--- src/logic/ata_idle_pkg.sv ---
// Constants shared by the identify-word and idle command logic.
// Assumes a single 25 MHz clock domain and an Avalon-MM register port.
package ata_idle_pkg;
	// ----------------------------------------
	// Timing
	// ----------------------------------------
	localparam int CLK_HZ = 25_000_000;
	localparam int AUTO_PD_STEP_MS = 5;
	localparam int AUTO_PD_STEP_CYCLES = (CLK_HZ / 1000) * AUTO_PD_STEP_MS;
	localparam int SEC_ATTEMPTS = 5;
	localparam int ATT_W = 4;
	localparam int HEAD_W = 4;
	localparam int FIELD_W = 3;

	// ----------------------------------------
	// Register indices (byte address = 4 * index)
	// ----------------------------------------
	localparam logic [5:0] IDX_FEATURE = 6'h01;
	localparam logic [5:0] IDX_SECTOR_COUNT = 6'h02;
	localparam logic [5:0] IDX_SECTOR_NUMBER = 6'h03;
	localparam logic [5:0] IDX_CYLINDER_LOW = 6'h04;
	localparam logic [5:0] IDX_CYLINDER_HIGH = 6'h05;
	localparam logic [5:0] IDX_DRIVE_HEAD = 6'h06;
	localparam logic [5:0] IDX_COMMAND = 6'h07;
	localparam logic [5:0] IDX_STATUS = 6'h08;
	localparam logic [5:0] IDX_SEC_CFG = 6'h09;
	localparam logic [5:0] IDX_PWR_CFG = 6'h0A;
	localparam logic [5:0] IDX_KEY_CFG = 6'h0B;
	localparam logic [5:0] IDX_TIM_IDE = 6'h0C;
	localparam logic [5:0] IDX_TIM_CARD = 6'h0D;
	localparam logic [5:0] IDX_ID_SEC = 6'h0E;
	localparam logic [5:0] IDX_ID_PWR = 6'h0F;
	localparam logic [5:0] IDX_ID_KEY = 6'h10;
	localparam logic [5:0] IDX_ID_IDE = 6'h11;
	localparam logic [5:0] IDX_ID_CARD = 6'h12;
	localparam logic [5:0] IDX_GEOM = 6'h13;

	// ----------------------------------------
	// Command codes
	// ----------------------------------------
	localparam logic [7:0] CMD_IDLE_A = 8'h97;
	localparam logic [7:0] CMD_IDLE_B = 8'hE3;
	localparam logic [7:0] CMD_IDLE_IMM_A = 8'h95;
	localparam logic [7:0] CMD_IDLE_IMM_B = 8'hE1;
	localparam logic [7:0] CMD_INIT_PARAMS = 8'h91;
	localparam logic [7:0] CMD_SEC_UNLOCK = 8'hF2;
	localparam logic [7:0] CMD_SEC_ERASE = 8'hF4;

	// ----------------------------------------
	// Identify word fields
	// ----------------------------------------
	localparam int SEC_B_LEVEL = 8;
	localparam int SEC_B_ENH = 5;
	localparam int SEC_B_EXPIRE = 4;
	localparam int SEC_B_FREEZE = 3;
	localparam int SEC_B_LOCK = 2;
	localparam int SEC_B_ENABLE = 1;
	localparam int SEC_B_CAP = 0;
	localparam int SEC_B_FAIL = 16;
	localparam int PWR_B_VALID = 15;
	localparam int PWR_B_RSV = 14;
	localparam int PWR_B_NO_L1 = 13;
	localparam int PWR_B_L1_DIS = 12;
	localparam int PWR_CUR_W = 12;
	localparam int KEY_B_CONTENT = 0;
	localparam int IDE_FIELDS = 4;
	localparam int CARD_FIELDS = 2;
	localparam int IDE_W = IDE_FIELDS * FIELD_W;
	localparam int CARD_W = CARD_FIELDS * FIELD_W;
	localparam logic [FIELD_W-1:0] IDE_CODE_MAX = 3'h2;
	localparam logic [FIELD_W-1:0] CARD_CODE_MAX = 3'h3;
	localparam int GEOM_HEAD_LSB = 8;

	// ----------------------------------------
	// Status bits
	// ----------------------------------------
	localparam int ST_B_BUSY = 0;
	localparam int ST_B_IDLE = 1;
	localparam int ST_B_PD = 2;
	localparam int ST_B_PD_EN = 3;
	localparam int ST_B_IRQ = 4;
	localparam int ST_B_ABORT = 5;
	localparam int ST_B_EXPIRE = 6;
	localparam int ST_ATT_LSB = 8;
	localparam int TF_B_BSY = 7;
	localparam int TF_B_RDY = 6;
	localparam int TF_B_ERR = 0;

	typedef enum logic [2:0] {
		ST_READY = 3'b001,
		ST_EXEC = 3'b010,
		ST_FINISH = 3'b100
	} cmd_state_t;
endpackage

--- src/logic/ata_idle_cmd.sv ---
// Task-file registers, identify-word store and idle command engine.
// Assumes an Avalon-MM master on the same clock; no other clock domain.
//
// Notes on behaviour
// - level bit is 1 at maximum security
// - enhanced erase bit only when implemented
// - expired count aborts unlock and erase
// - freeze, lock, enable bits follow security state
// - capability bit shows security feature set
// - valid bit when described, next bit zero
// - report missing or disabled level one commands
// - low twelve bits hold maximum current mA
// - bit zero shows key scheme, rest zero
// - max PIO field codes 0 to 2
// - max multiword DMA field codes 0 to 2
// - selected PIO field codes 0 to 2
// - selected DMA field, top four bits zero
// - card I/O timing codes 0 to 3
// - memory timing codes 0 to 3, upper zero
// - idle command: busy, idle, release, interrupt
// - nonzero count arms power-down timer, 5 ms per count
// - idle immediate keeps power-down timer setting
// - drive parameters from sector count, head only
//
// Our own choice: the Avalon-MM slave port.
`timescale 1ns/1ps
module ata_idle_cmd #(
	parameter int TICK_CYCLES = ata_idle_pkg::AUTO_PD_STEP_CYCLES,
	parameter int ATTEMPTS = ata_idle_pkg::SEC_ATTEMPTS
) (
	input wire logic i_sys_clk,
	input wire logic i_arst_n,
	input wire logic [7:0] i_avs_address,
	input wire logic i_avs_read,
	input wire logic i_avs_write,
	input wire logic [31:0] i_avs_writedata,
	input wire logic [3:0] i_avs_byteenable,
	output logic [31:0] o_avs_readdata,
	output logic o_avs_waitrequest,
	output logic o_busy_flag,
	output logic o_host_irq,
	output logic o_idle_mode,
	output logic o_power_down,
	output logic o_sec_cmd_start,
	output logic [7:0] o_sectors_per_track,
	output logic [ata_idle_pkg::HEAD_W-1:0] o_max_head
);
	import ata_idle_pkg::*;

	// ----------------------------------------
	// Storage
	// ----------------------------------------
	logic [7:0] feature_reg;
	logic [7:0] sector_count_reg;
	logic [7:0] sector_number_reg;
	logic [7:0] cylinder_low_reg;
	logic [7:0] cylinder_high_reg;
	logic [7:0] drive_head_reg;
	logic [7:0] command_reg;
	logic [SEC_B_LEVEL:0] sec_cfg;
	logic [15:0] pwr_cfg;
	logic key_cfg;
	logic [IDE_W-1:0] tim_ide;
	logic [CARD_W-1:0] tim_card;
	logic [ATT_W-1:0] attempts;
	logic [7:0] pd_count;
	logic auto_pd_en;
	logic cmd_error;
	logic timer_arm;
	logic timer_stop;
	logic timer_expired;
	cmd_state_t state;

	// ----------------------------------------
	// Bus decode
	// ----------------------------------------
	function automatic logic code_ok(input logic [FIELD_W-1:0] code,
			input logic [FIELD_W-1:0] max_code);
		code_ok = (code <= max_code);
	endfunction

	function automatic logic is_idle(input logic [7:0] code);
		is_idle = (code == CMD_IDLE_A) || (code == CMD_IDLE_B);
	endfunction

	function automatic logic is_idle_imm(input logic [7:0] code);
		is_idle_imm = (code == CMD_IDLE_IMM_A) || (code == CMD_IDLE_IMM_B);
	endfunction

	wire [5:0] idx = i_avs_address[7:2];
	wire rd_take = i_avs_read && !o_avs_waitrequest;
	wire wr_take = i_avs_write && !o_avs_waitrequest;
	wire wr_byte0 = wr_take && i_avs_byteenable[0];
	// Wider config registers need both low lanes; a partial write is dropped
	wire wr_half = wr_take && (i_avs_byteenable[1:0] == 2'b11);
	wire ready = (state == ST_READY);
	// Task file is frozen while busy so a command sees stable parameters
	wire tf_wr = wr_byte0 && ready;
	wire cmd_take = tf_wr && (idx == IDX_COMMAND);
	wire status_rd = rd_take && (idx == IDX_COMMAND);
	wire sec_fail = wr_take && i_avs_byteenable[2] && (idx == IDX_SEC_CFG)
		&& i_avs_writedata[SEC_B_FAIL];
	wire expired = (attempts == '0);
	wire [7:0] wd8 = i_avs_writedata[7:0];

	// Reserved timing codes are refused field by field
	logic [IDE_W-1:0] next_tim_ide;
	logic [CARD_W-1:0] next_tim_card;
	genvar g;
	generate
		for (g = 0; g < IDE_FIELDS; g++) begin : g_ide
			assign next_tim_ide[g*FIELD_W +: FIELD_W] =
				code_ok(i_avs_writedata[g*FIELD_W +: FIELD_W], IDE_CODE_MAX) ?
				i_avs_writedata[g*FIELD_W +: FIELD_W] :
				tim_ide[g*FIELD_W +: FIELD_W];
		end
		for (g = 0; g < CARD_FIELDS; g++) begin : g_card
			assign next_tim_card[g*FIELD_W +: FIELD_W] =
				code_ok(i_avs_writedata[g*FIELD_W +: FIELD_W], CARD_CODE_MAX) ?
				i_avs_writedata[g*FIELD_W +: FIELD_W] :
				tim_card[g*FIELD_W +: FIELD_W];
		end
	endgenerate

	// ----------------------------------------
	// Identify words and readback
	// ----------------------------------------
	logic [15:0] word_sec;
	logic [15:0] word_pwr;
	logic [15:0] word_key;
	logic [15:0] word_ide;
	logic [15:0] word_card;

	ata_identify_words u_words (
		.i_sec_cfg(sec_cfg),
		.i_expired(expired),
		.i_pwr_cfg(pwr_cfg),
		.i_key_cfg(key_cfg),
		.i_tim_ide(tim_ide),
		.i_tim_card(tim_card),
		.o_word_sec(word_sec),
		.o_word_pwr(word_pwr),
		.o_word_key(word_key),
		.o_word_ide(word_ide),
		.o_word_card(word_card)
	);

	wire [7:0] tf_status = {o_busy_flag, !o_busy_flag, 5'h00, cmd_error};
	logic [15:0] status_word;
	always_comb begin
		status_word = '0;
		status_word[ST_B_BUSY] = o_busy_flag;
		status_word[ST_B_IDLE] = o_idle_mode;
		status_word[ST_B_PD] = o_power_down;
		status_word[ST_B_PD_EN] = auto_pd_en;
		status_word[ST_B_IRQ] = o_host_irq;
		status_word[ST_B_ABORT] = cmd_error;
		status_word[ST_B_EXPIRE] = expired;
		status_word[ST_ATT_LSB +: ATT_W] = attempts;
	end

	wire [15:0] geom_word = 16'({o_max_head, o_sectors_per_track});
	wire [15:0] read_mux =
		(idx == IDX_FEATURE) ? {8'h00, feature_reg} :
		(idx == IDX_SECTOR_COUNT) ? {8'h00, sector_count_reg} :
		(idx == IDX_SECTOR_NUMBER) ? {8'h00, sector_number_reg} :
		(idx == IDX_CYLINDER_LOW) ? {8'h00, cylinder_low_reg} :
		(idx == IDX_CYLINDER_HIGH) ? {8'h00, cylinder_high_reg} :
		(idx == IDX_DRIVE_HEAD) ? {8'h00, drive_head_reg} :
		(idx == IDX_COMMAND) ? {8'h00, tf_status} :
		(idx == IDX_STATUS) ? status_word :
		(idx == IDX_SEC_CFG) ? 16'(sec_cfg) :
		(idx == IDX_PWR_CFG) ? pwr_cfg :
		(idx == IDX_KEY_CFG) ? 16'(key_cfg) :
		(idx == IDX_TIM_IDE) ? 16'(tim_ide) :
		(idx == IDX_TIM_CARD) ? 16'(tim_card) :
		(idx == IDX_ID_SEC) ? word_sec :
		(idx == IDX_ID_PWR) ? word_pwr :
		(idx == IDX_ID_KEY) ? word_key :
		(idx == IDX_ID_IDE) ? word_ide :
		(idx == IDX_ID_CARD) ? word_card :
		(idx == IDX_GEOM) ? geom_word :
		16'h0000;

	// ----------------------------------------
	// Avalon slave: one wait cycle per access
	// ----------------------------------------
	always_ff @(posedge i_sys_clk or negedge i_arst_n) begin
		if (!i_arst_n) begin
			o_avs_waitrequest <= 1'b1;
			o_avs_readdata <= 32'h0000_0000;
		end else begin
			o_avs_waitrequest <= !((i_avs_read || i_avs_write) && o_avs_waitrequest);
			if (i_avs_read && o_avs_waitrequest) begin
				o_avs_readdata <= {16'h0000, read_mux};
			end
		end
	end

	// ----------------------------------------
	// Task file
	// ----------------------------------------
	always_ff @(posedge i_sys_clk or negedge i_arst_n) begin
		if (!i_arst_n) begin
			feature_reg <= 8'h00;
			sector_count_reg <= 8'h00;
			sector_number_reg <= 8'h00;
			cylinder_low_reg <= 8'h00;
			cylinder_high_reg <= 8'h00;
			drive_head_reg <= 8'h00;
			command_reg <= 8'h00;
		end else if (tf_wr) begin
			if (idx == IDX_FEATURE) feature_reg <= wd8;
			if (idx == IDX_SECTOR_COUNT) sector_count_reg <= wd8;
			if (idx == IDX_SECTOR_NUMBER) sector_number_reg <= wd8;
			if (idx == IDX_CYLINDER_LOW) cylinder_low_reg <= wd8;
			if (idx == IDX_CYLINDER_HIGH) cylinder_high_reg <= wd8;
			if (idx == IDX_DRIVE_HEAD) drive_head_reg <= wd8;
			if (idx == IDX_COMMAND) command_reg <= wd8;
		end
	end

	// ----------------------------------------
	// Identify configuration
	// ----------------------------------------
	always_ff @(posedge i_sys_clk or negedge i_arst_n) begin
		if (!i_arst_n) begin
			sec_cfg <= '0;
			pwr_cfg <= 16'h0000;
			key_cfg <= 1'b0;
			tim_ide <= '0;
			tim_card <= '0;
		end else if (wr_half) begin
			if (idx == IDX_SEC_CFG) sec_cfg <= i_avs_writedata[SEC_B_LEVEL:0];
			if (idx == IDX_PWR_CFG) pwr_cfg <= i_avs_writedata[15:0];
			if (idx == IDX_KEY_CFG) key_cfg <= i_avs_writedata[KEY_B_CONTENT];
			if (idx == IDX_TIM_IDE) tim_ide <= next_tim_ide;
			if (idx == IDX_TIM_CARD) tim_card <= next_tim_card;
		end
	end

	// Only a power-on or hard reset refills the attempt count
	always_ff @(posedge i_sys_clk or negedge i_arst_n) begin
		if (!i_arst_n) begin
			attempts <= ATT_W'(ATTEMPTS);
		end else if (sec_fail && !expired) begin
			attempts <= attempts - ATT_W'(1);
		end
	end

	// ----------------------------------------
	// Command sequencer
	// ----------------------------------------
	always_ff @(posedge i_sys_clk or negedge i_arst_n) begin
		if (!i_arst_n) begin
			state <= ST_READY;
			o_busy_flag <= 1'b0;
		end else begin
			unique case (state)
				ST_READY: begin
					if (cmd_take) begin
						state <= ST_EXEC;
						o_busy_flag <= 1'b1;
					end
				end
				ST_EXEC: begin
					state <= ST_FINISH;
				end
				ST_FINISH: begin
					state <= ST_READY;
					o_busy_flag <= 1'b0;
				end
			endcase
		end
	end

	// Completion sets the interrupt; a status read in that cycle loses
	always_ff @(posedge i_sys_clk or negedge i_arst_n) begin
		if (!i_arst_n) begin
			o_host_irq <= 1'b0;
		end else if (state == ST_FINISH) begin
			o_host_irq <= 1'b1;
		end else if (status_rd || cmd_take) begin
			o_host_irq <= 1'b0;
		end
	end

	wire exec = (state == ST_EXEC);
	wire run_idle = exec && is_idle(command_reg);
	wire run_imm = exec && is_idle_imm(command_reg);
	wire run_init = exec && (command_reg == CMD_INIT_PARAMS);
	wire run_sec = exec && ((command_reg == CMD_SEC_UNLOCK)
		|| (command_reg == CMD_SEC_ERASE));

	always_ff @(posedge i_sys_clk or negedge i_arst_n) begin
		if (!i_arst_n) begin
			cmd_error <= 1'b0;
			o_sec_cmd_start <= 1'b0;
		end else begin
			o_sec_cmd_start <= run_sec && !expired;
			if (cmd_take) begin
				cmd_error <= 1'b0;
			end else if (exec) begin
				// Unhandled codes and expired security commands abort
				cmd_error <= (run_sec && expired)
					|| !(run_idle || run_imm || run_init || run_sec);
			end
		end
	end

	always_ff @(posedge i_sys_clk or negedge i_arst_n) begin
		if (!i_arst_n) begin
			o_sectors_per_track <= 8'h00;
			o_max_head <= '0;
		end else if (run_init) begin
			o_sectors_per_track <= sector_count_reg;
			o_max_head <= drive_head_reg[HEAD_W-1:0];
		end
	end

	// ----------------------------------------
	// Idle and automatic power-down
	// ----------------------------------------
	always_ff @(posedge i_sys_clk or negedge i_arst_n) begin
		if (!i_arst_n) begin
			auto_pd_en <= 1'b0;
			pd_count <= 8'h00;
		end else if (run_idle) begin
			auto_pd_en <= (sector_count_reg != 8'h00);
			if (sector_count_reg != 8'h00) begin
				pd_count <= sector_count_reg;
			end
		end
	end

	always_ff @(posedge i_sys_clk or negedge i_arst_n) begin
		if (!i_arst_n) begin
			o_idle_mode <= 1'b0;
			o_power_down <= 1'b0;
		end else if (cmd_take) begin
			o_power_down <= 1'b0;
		end else if (exec) begin
			o_idle_mode <= run_idle || run_imm;
		end else if (timer_expired && ready) begin
			o_idle_mode <= 1'b0;
			o_power_down <= 1'b1;
		end
	end

	// Idle immediate leaves the timer setting alone but still restarts it
	always_ff @(posedge i_sys_clk or negedge i_arst_n) begin
		if (!i_arst_n) begin
			timer_arm <= 1'b0;
			timer_stop <= 1'b0;
		end else begin
			timer_arm <= (state == ST_FINISH) && auto_pd_en;
			timer_stop <= cmd_take || (run_idle && sector_count_reg == 8'h00);
		end
	end

	auto_pd_timer #(
		.TICK_CYCLES(TICK_CYCLES),
		.COUNT_W(8)
	) u_timer (
		.i_sys_clk(i_sys_clk),
		.i_arst_n(i_arst_n),
		.i_arm(timer_arm),
		.i_stop(timer_stop),
		.i_count(pd_count),
		.o_expired(timer_expired)
	);
endmodule // ata_idle_cmd

--- src/logic/auto_pd_timer.sv ---
// Automatic power-down timer: counts down in fixed steps after arming.
// Assumes arm and stop are single-cycle pulses from the same clock.
`timescale 1ns/1ps
module auto_pd_timer #(
	parameter int TICK_CYCLES = ata_idle_pkg::AUTO_PD_STEP_CYCLES,
	parameter int COUNT_W = 8
) (
	input wire logic i_sys_clk,
	input wire logic i_arst_n,
	input wire logic i_arm,
	input wire logic i_stop,
	input wire logic [COUNT_W-1:0] i_count,
	output logic o_expired
);
	import ata_idle_pkg::*;
	localparam int PRE_W = $clog2(TICK_CYCLES + 1);
	localparam logic [PRE_W-1:0] PRE_LAST = PRE_W'(TICK_CYCLES - 1);
	localparam logic [COUNT_W-1:0] LAST_STEP = COUNT_W'(1);

	logic [PRE_W-1:0] prescale;
	logic [COUNT_W-1:0] remaining;
	logic running;
	wire tick = running && (prescale == PRE_LAST);

	always_ff @(posedge i_sys_clk or negedge i_arst_n) begin
		if (!i_arst_n) begin
			prescale <= '0;
			remaining <= '0;
			running <= 1'b0;
			o_expired <= 1'b0;
		end else begin
			o_expired <= 1'b0;
			if (i_stop) begin
				running <= 1'b0;
			end else if (i_arm && i_count != '0) begin
				running <= 1'b1;
				prescale <= '0;
				remaining <= i_count;
			end else if (tick) begin
				prescale <= '0;
				remaining <= remaining - LAST_STEP;
				running <= (remaining != LAST_STEP);
				o_expired <= (remaining == LAST_STEP);
			end else if (running) begin
				prescale <= prescale + PRE_W'(1);
			end
		end
	end
endmodule // auto_pd_timer

--- src/logic/ata_identify_words.sv ---
// Assembles the security, power, key and advanced timing identify words.
// Assumes its inputs are stable configuration flops; purely combinational.
`timescale 1ns/1ps
module ata_identify_words (
	input wire logic [ata_idle_pkg::SEC_B_LEVEL:0] i_sec_cfg,
	input wire logic i_expired,
	input wire logic [15:0] i_pwr_cfg,
	input wire logic i_key_cfg,
	input wire logic [ata_idle_pkg::IDE_W-1:0] i_tim_ide,
	input wire logic [ata_idle_pkg::CARD_W-1:0] i_tim_card,
	output logic [15:0] o_word_sec,
	output logic [15:0] o_word_pwr,
	output logic [15:0] o_word_key,
	output logic [15:0] o_word_ide,
	output logic [15:0] o_word_card
);
	import ata_idle_pkg::*;
	// Without the feature set every state bit reads zero
	wire cap = i_sec_cfg[SEC_B_CAP];
	wire enabled = cap && i_sec_cfg[SEC_B_ENABLE];

	always_comb begin
		o_word_sec = '0;
		o_word_sec[SEC_B_LEVEL] = enabled && i_sec_cfg[SEC_B_LEVEL];
		o_word_sec[SEC_B_ENH] = cap && i_sec_cfg[SEC_B_ENH];
		o_word_sec[SEC_B_EXPIRE] = cap && i_expired;
		o_word_sec[SEC_B_FREEZE] = cap && i_sec_cfg[SEC_B_FREEZE];
		o_word_sec[SEC_B_LOCK] = cap && i_sec_cfg[SEC_B_LOCK];
		o_word_sec[SEC_B_ENABLE] = enabled;
		o_word_sec[SEC_B_CAP] = cap;
	end

	always_comb begin
		o_word_pwr = '0;
		o_word_pwr[PWR_B_VALID] = i_pwr_cfg[PWR_B_VALID];
		o_word_pwr[PWR_B_RSV] = 1'b0;
		o_word_pwr[PWR_B_NO_L1] = i_pwr_cfg[PWR_B_NO_L1];
		o_word_pwr[PWR_B_L1_DIS] = i_pwr_cfg[PWR_B_L1_DIS];
		o_word_pwr[PWR_CUR_W-1:0] = i_pwr_cfg[PWR_CUR_W-1:0];
	end

	assign o_word_key = {15'h0000, i_key_cfg};
	assign o_word_ide = {4'h0, i_tim_ide};
	assign o_word_card = {10'h000, i_tim_card};
endmodule // ata_identify_words

--- config.mk ---
export PLATFORM = sky130hd
export DESIGN_NAME = ata_idle_cmd
export DESIGN_NICKNAME = d
export VERILOG_FILES = /design/src/logic/ata_idle_pkg.sv /design/src/logic/ata_idle_cmd.sv /design/src/logic/auto_pd_timer.sv /design/src/logic/ata_identify_words.sv
export SDC_FILE = /design/constraint.sdc
export NUM_CORES = 1
export LEC_CHECK = 0
export BUFFER_PORTS_ARGS = -buffer_cell sky130_fd_sc_hd__buf_2
export CAP_MARGIN = 30
export CORE_UTILIZATION = 52
export CTS_BUF_LIST = sky130_fd_sc_hd__clkbuf_4 sky130_fd_sc_hd__clkbuf_8
export CTS_CLUSTER_SIZE = 28
export DETAILED_ROUTE_END_ITERATION = 12
export GPL_TIMING_DRIVEN = 0
export HOLD_SLACK_MARGIN = 0.06
export PLACE_DENSITY = 0.72
export SETUP_SLACK_MARGIN = 0.05
export SLEW_MARGIN = 40
export SYNTH_ARGS = -nofsm -noshare
export SYNTH_HDL_FRONTEND = slang
export SYNTH_SLANG_ARGS = --single-unit
--- constraint.sdc ---
create_clock -name i_sys_clk -period 5.8 [get_ports i_sys_clk]
set_input_delay 1.16 -clock i_sys_clk [delete_from_list [all_inputs] [get_ports i_sys_clk]]
set_output_delay 1.16 -clock i_sys_clk [all_outputs]
set_load 0.1 [all_outputs]
==> results.cfg <==
[status]
status = complete, no violations

[yosys]
ys_ff_latch = 180
synth_area_leaders = dfrtp_1 (46%), mux2_2 (11%), nand2_1 (3.2%)
yosysUniqueCellTypes = 87
yosysTopAreaCellShare = 0.458
synthTopCellsByCount = dfrtp_1 (176), mux2_2 (95), nand2_1 (81), o21ai_0 (43), nor2_1 (42)
synth_warnings = 0
synth.most_common_cell = dfrtp_1
async_reset_ff_frac = 1.00
syn_avg_cell_area_um2 = 10.7
syn_inst = 900
netlist_area_um2 = 9610
synth-edff-count = 0
synth_area_leader_cell = dfrtp_1
yosysSeqAreaShare = 0.469
synth_ff_type = dfrtp_1

[sta]
fin_crit_ns = 2.91
period_share = 0.502
finalHoldViolations = 0
rsz0062_at_grt = no
fmax_mhz = 344
slew_violations = 0
fin_ws_ns = 2.89
finalSetupViolations = 0
slew_headroom = 0.486
tns_ns = 0
skew_ns = 0.0135
worst_slew_pin_slew_ns = 0.769

[final_layout]
diodes = 0
multi_input_area_um2 = 4660
register_area_um2 = 4510
stdcell_area_um2 = 10700
area_delta_synth_final_pct = 11.5
top_register = u_timer.prescale
final_nets = 1050
top_regs = u_timer.prescale: 17 flops, o_avs_readdata: 16 flops, pwr_cfg: 16 flops
drive_gt1_frac = 0.286
largest_register_ffs = 17
fillCellCount = 1551

[critical_path]
cp.arrival_ns = 3.28
critPathRequiredTime_ns = 6.17
path_cells = buf_2 > buf_2 > nor2b_1 > nand2_1 > o221ai_1 > a211oi_1 > a211o_1
critPathMostFrequentCell = buf_2
worst-path-max-fanout = 10
cp_slowest_stage_delay_ns = 0.63
critPathKind = primary input to flip-flop
cp-end-kind = flip-flop
cp_slowest_cell = nor2b_1
r2r_cells = 5
cp-start-kind = primary input
reg2reg_setup_slack_ns = 3.52

[die]
ios = 98
fp.dieArea_um2 = 19000
core_um2 = 18000
chipWidth_um = 138
die_h_um = 138
row_count = 49
start_util = 0.533

[global_routing]
grt_pass1_vias = 7361
grt_pass1_wl_um = 42300
gr-total-overflow = 0
track_usage = 0.303
antenna_found_initial = 0
grt_max_degree = 74

[clock_network]
clock_latency_ns = 0.49
cts.htree.levels = 4
cts_hold_buf = 0
cts_buffers = 17
clock-root-buffer = clkbuf_8
clkTransAtPathRegs_ns = 0.09
cts_setup_buffers = 0
clk_path_buf_depth = 2
cts_tree = yes
cts.sinks = 180
cts_resized = 0

[place]
portBuffers = 62
dp_slack_ns = 2.47
place_area_um2 = 10300
dp_hpwl_um = 20000
gp_congestion = 0.962

[min_path]
hold_depth = 1
worstHoldPathType = flip-flop to flip-flop

[drt]
postRouteAntennaNets = 0
drtIter0Drc = 842
first_pass_iters = 7
avgRoutedWirePerCell_um = 21.9
wl_um = 27200
vias = 7897
vias_per_cell = 6.37
drcViolationCount = 0

[power]
p_per_area_nw_per_um2 = 241
p_leak_nw = 5.06
ir_worst_vdd_mv = 0.185
finalPower_mw = 2.59

[job]
drv_cap = 0
-- final timing paths --
path | startpoint | endpoint
max | i_avs_address[2] | o_avs_readdata[6]$_DFFE_PN0P_
min reg2reg | pwr_cfg[12]$_DFFE_PN0P_ | o_avs_readdata[12]$_DFFE_PN0P_
max in group asynchronous | i_arst_n | o_avs_waitrequest$_DFF_PN1_
max reg2reg | pd_count[5]$_DFFE_PN0P_ | u_timer.o_expired$_DFF_PN0_
min in group asynchronous | i_arst_n | tim_ide[9]$_DFFE_PN0P_
min | pwr_cfg[12]$_DFFE_PN0P_ | o_avs_readdata[12]$_DFFE_PN0P_
-- layer usage --
| metal | share of wire | GRT usage | up-vias |
|---|---|---|---|
| met5 | 0 | 0 | - |
| met4 | 0.032 | 0.127 | 0 |
| met3 | 0.096 | 0.0698 | 72 |
| met2 | 0.42 | 0.415 | 434 |
| met1 | 0.45 | 0.454 | 3896 |
| li1 | - | - | 3495 |
-- critical path: cells and delay by family --
kind / cells / cell delay, ns
AOI/OAI and AO/OA: 3 / 0.76
buffers and inverters: 2 / 0.30
and+or+nand+nor: 2 / 1.05
-- stage by stage --
stage               instances   util  hold WS (ns)
floorplan                 915      -         0.447
global placement         1206  0.569         0.463
detailed placement       1208  0.574         0.478
CTS                      1240  0.595         0.498
global route             1240  0.595         0.513
finish                   1240  0.595         0.492
-- report_power, final --
part / switching (mW) / total (mW) / internal, mW
combinational: 0.309 / 0.419 / 0.110
clock: 0.467 / 0.827 / 0.361
sequential: 0.0417 / 1.34 / 1.30
-- layout make-up --
class                   count  area share
inverters                  21     0.00735
well taps                 229      0.0267
multi-input cells         641       0.435
flip-flops and latches    180       0.421
clock buffers              23      0.0289
plain buffers              73      0.0398
repair buffers             64      0.0350
clock inverters             9     0.00654
-- cell families after synthesis --
family / Yosys count / share of synthesized area
compound gates: 207 / 0.154
xor+xnor: 11 / 0.0100
fa+ha+maj: 4 / 0.00521
buf+inv: 94 / 0.0526
flops: 180 / 0.469
mux: 123 / 0.144
other cells: 1 / 0.000390
simple gates: 280 / 0.165
-- layout by cell type (no fill, tap or decap), drive strengths merged, types with 5 or more instances in the layout --
master	Yosys	layout
o21ai	49	49
o31ai	10	10
mux2	100	100
o221ai	7	7
and3	9	9
nor3b	7	7
nor4	8	8
a221oi	10	10
a31oi	5	5
buf	51	115
nor3	24	24
a21oi	41	41
a2bb2oi	6	6
o211ai	6	6
or4	8	8
o2111ai	5	5
nand2	87	87
xor2	5	5
xnor2	6	6
nor2b	13	13
and2	9	9
o22ai	8	8
o21ba	9	9
nand2b	7	7
mux2i	21	21
clkbuf	22	45
nor2	49	49
nand4	9	9
a211oi	10	10
dfrtp	176	176
nand3	20	20
a32o	6	6
conb	1	16
nor4b	7	7
inv	21	22
(Power assumes the default switching activity.)
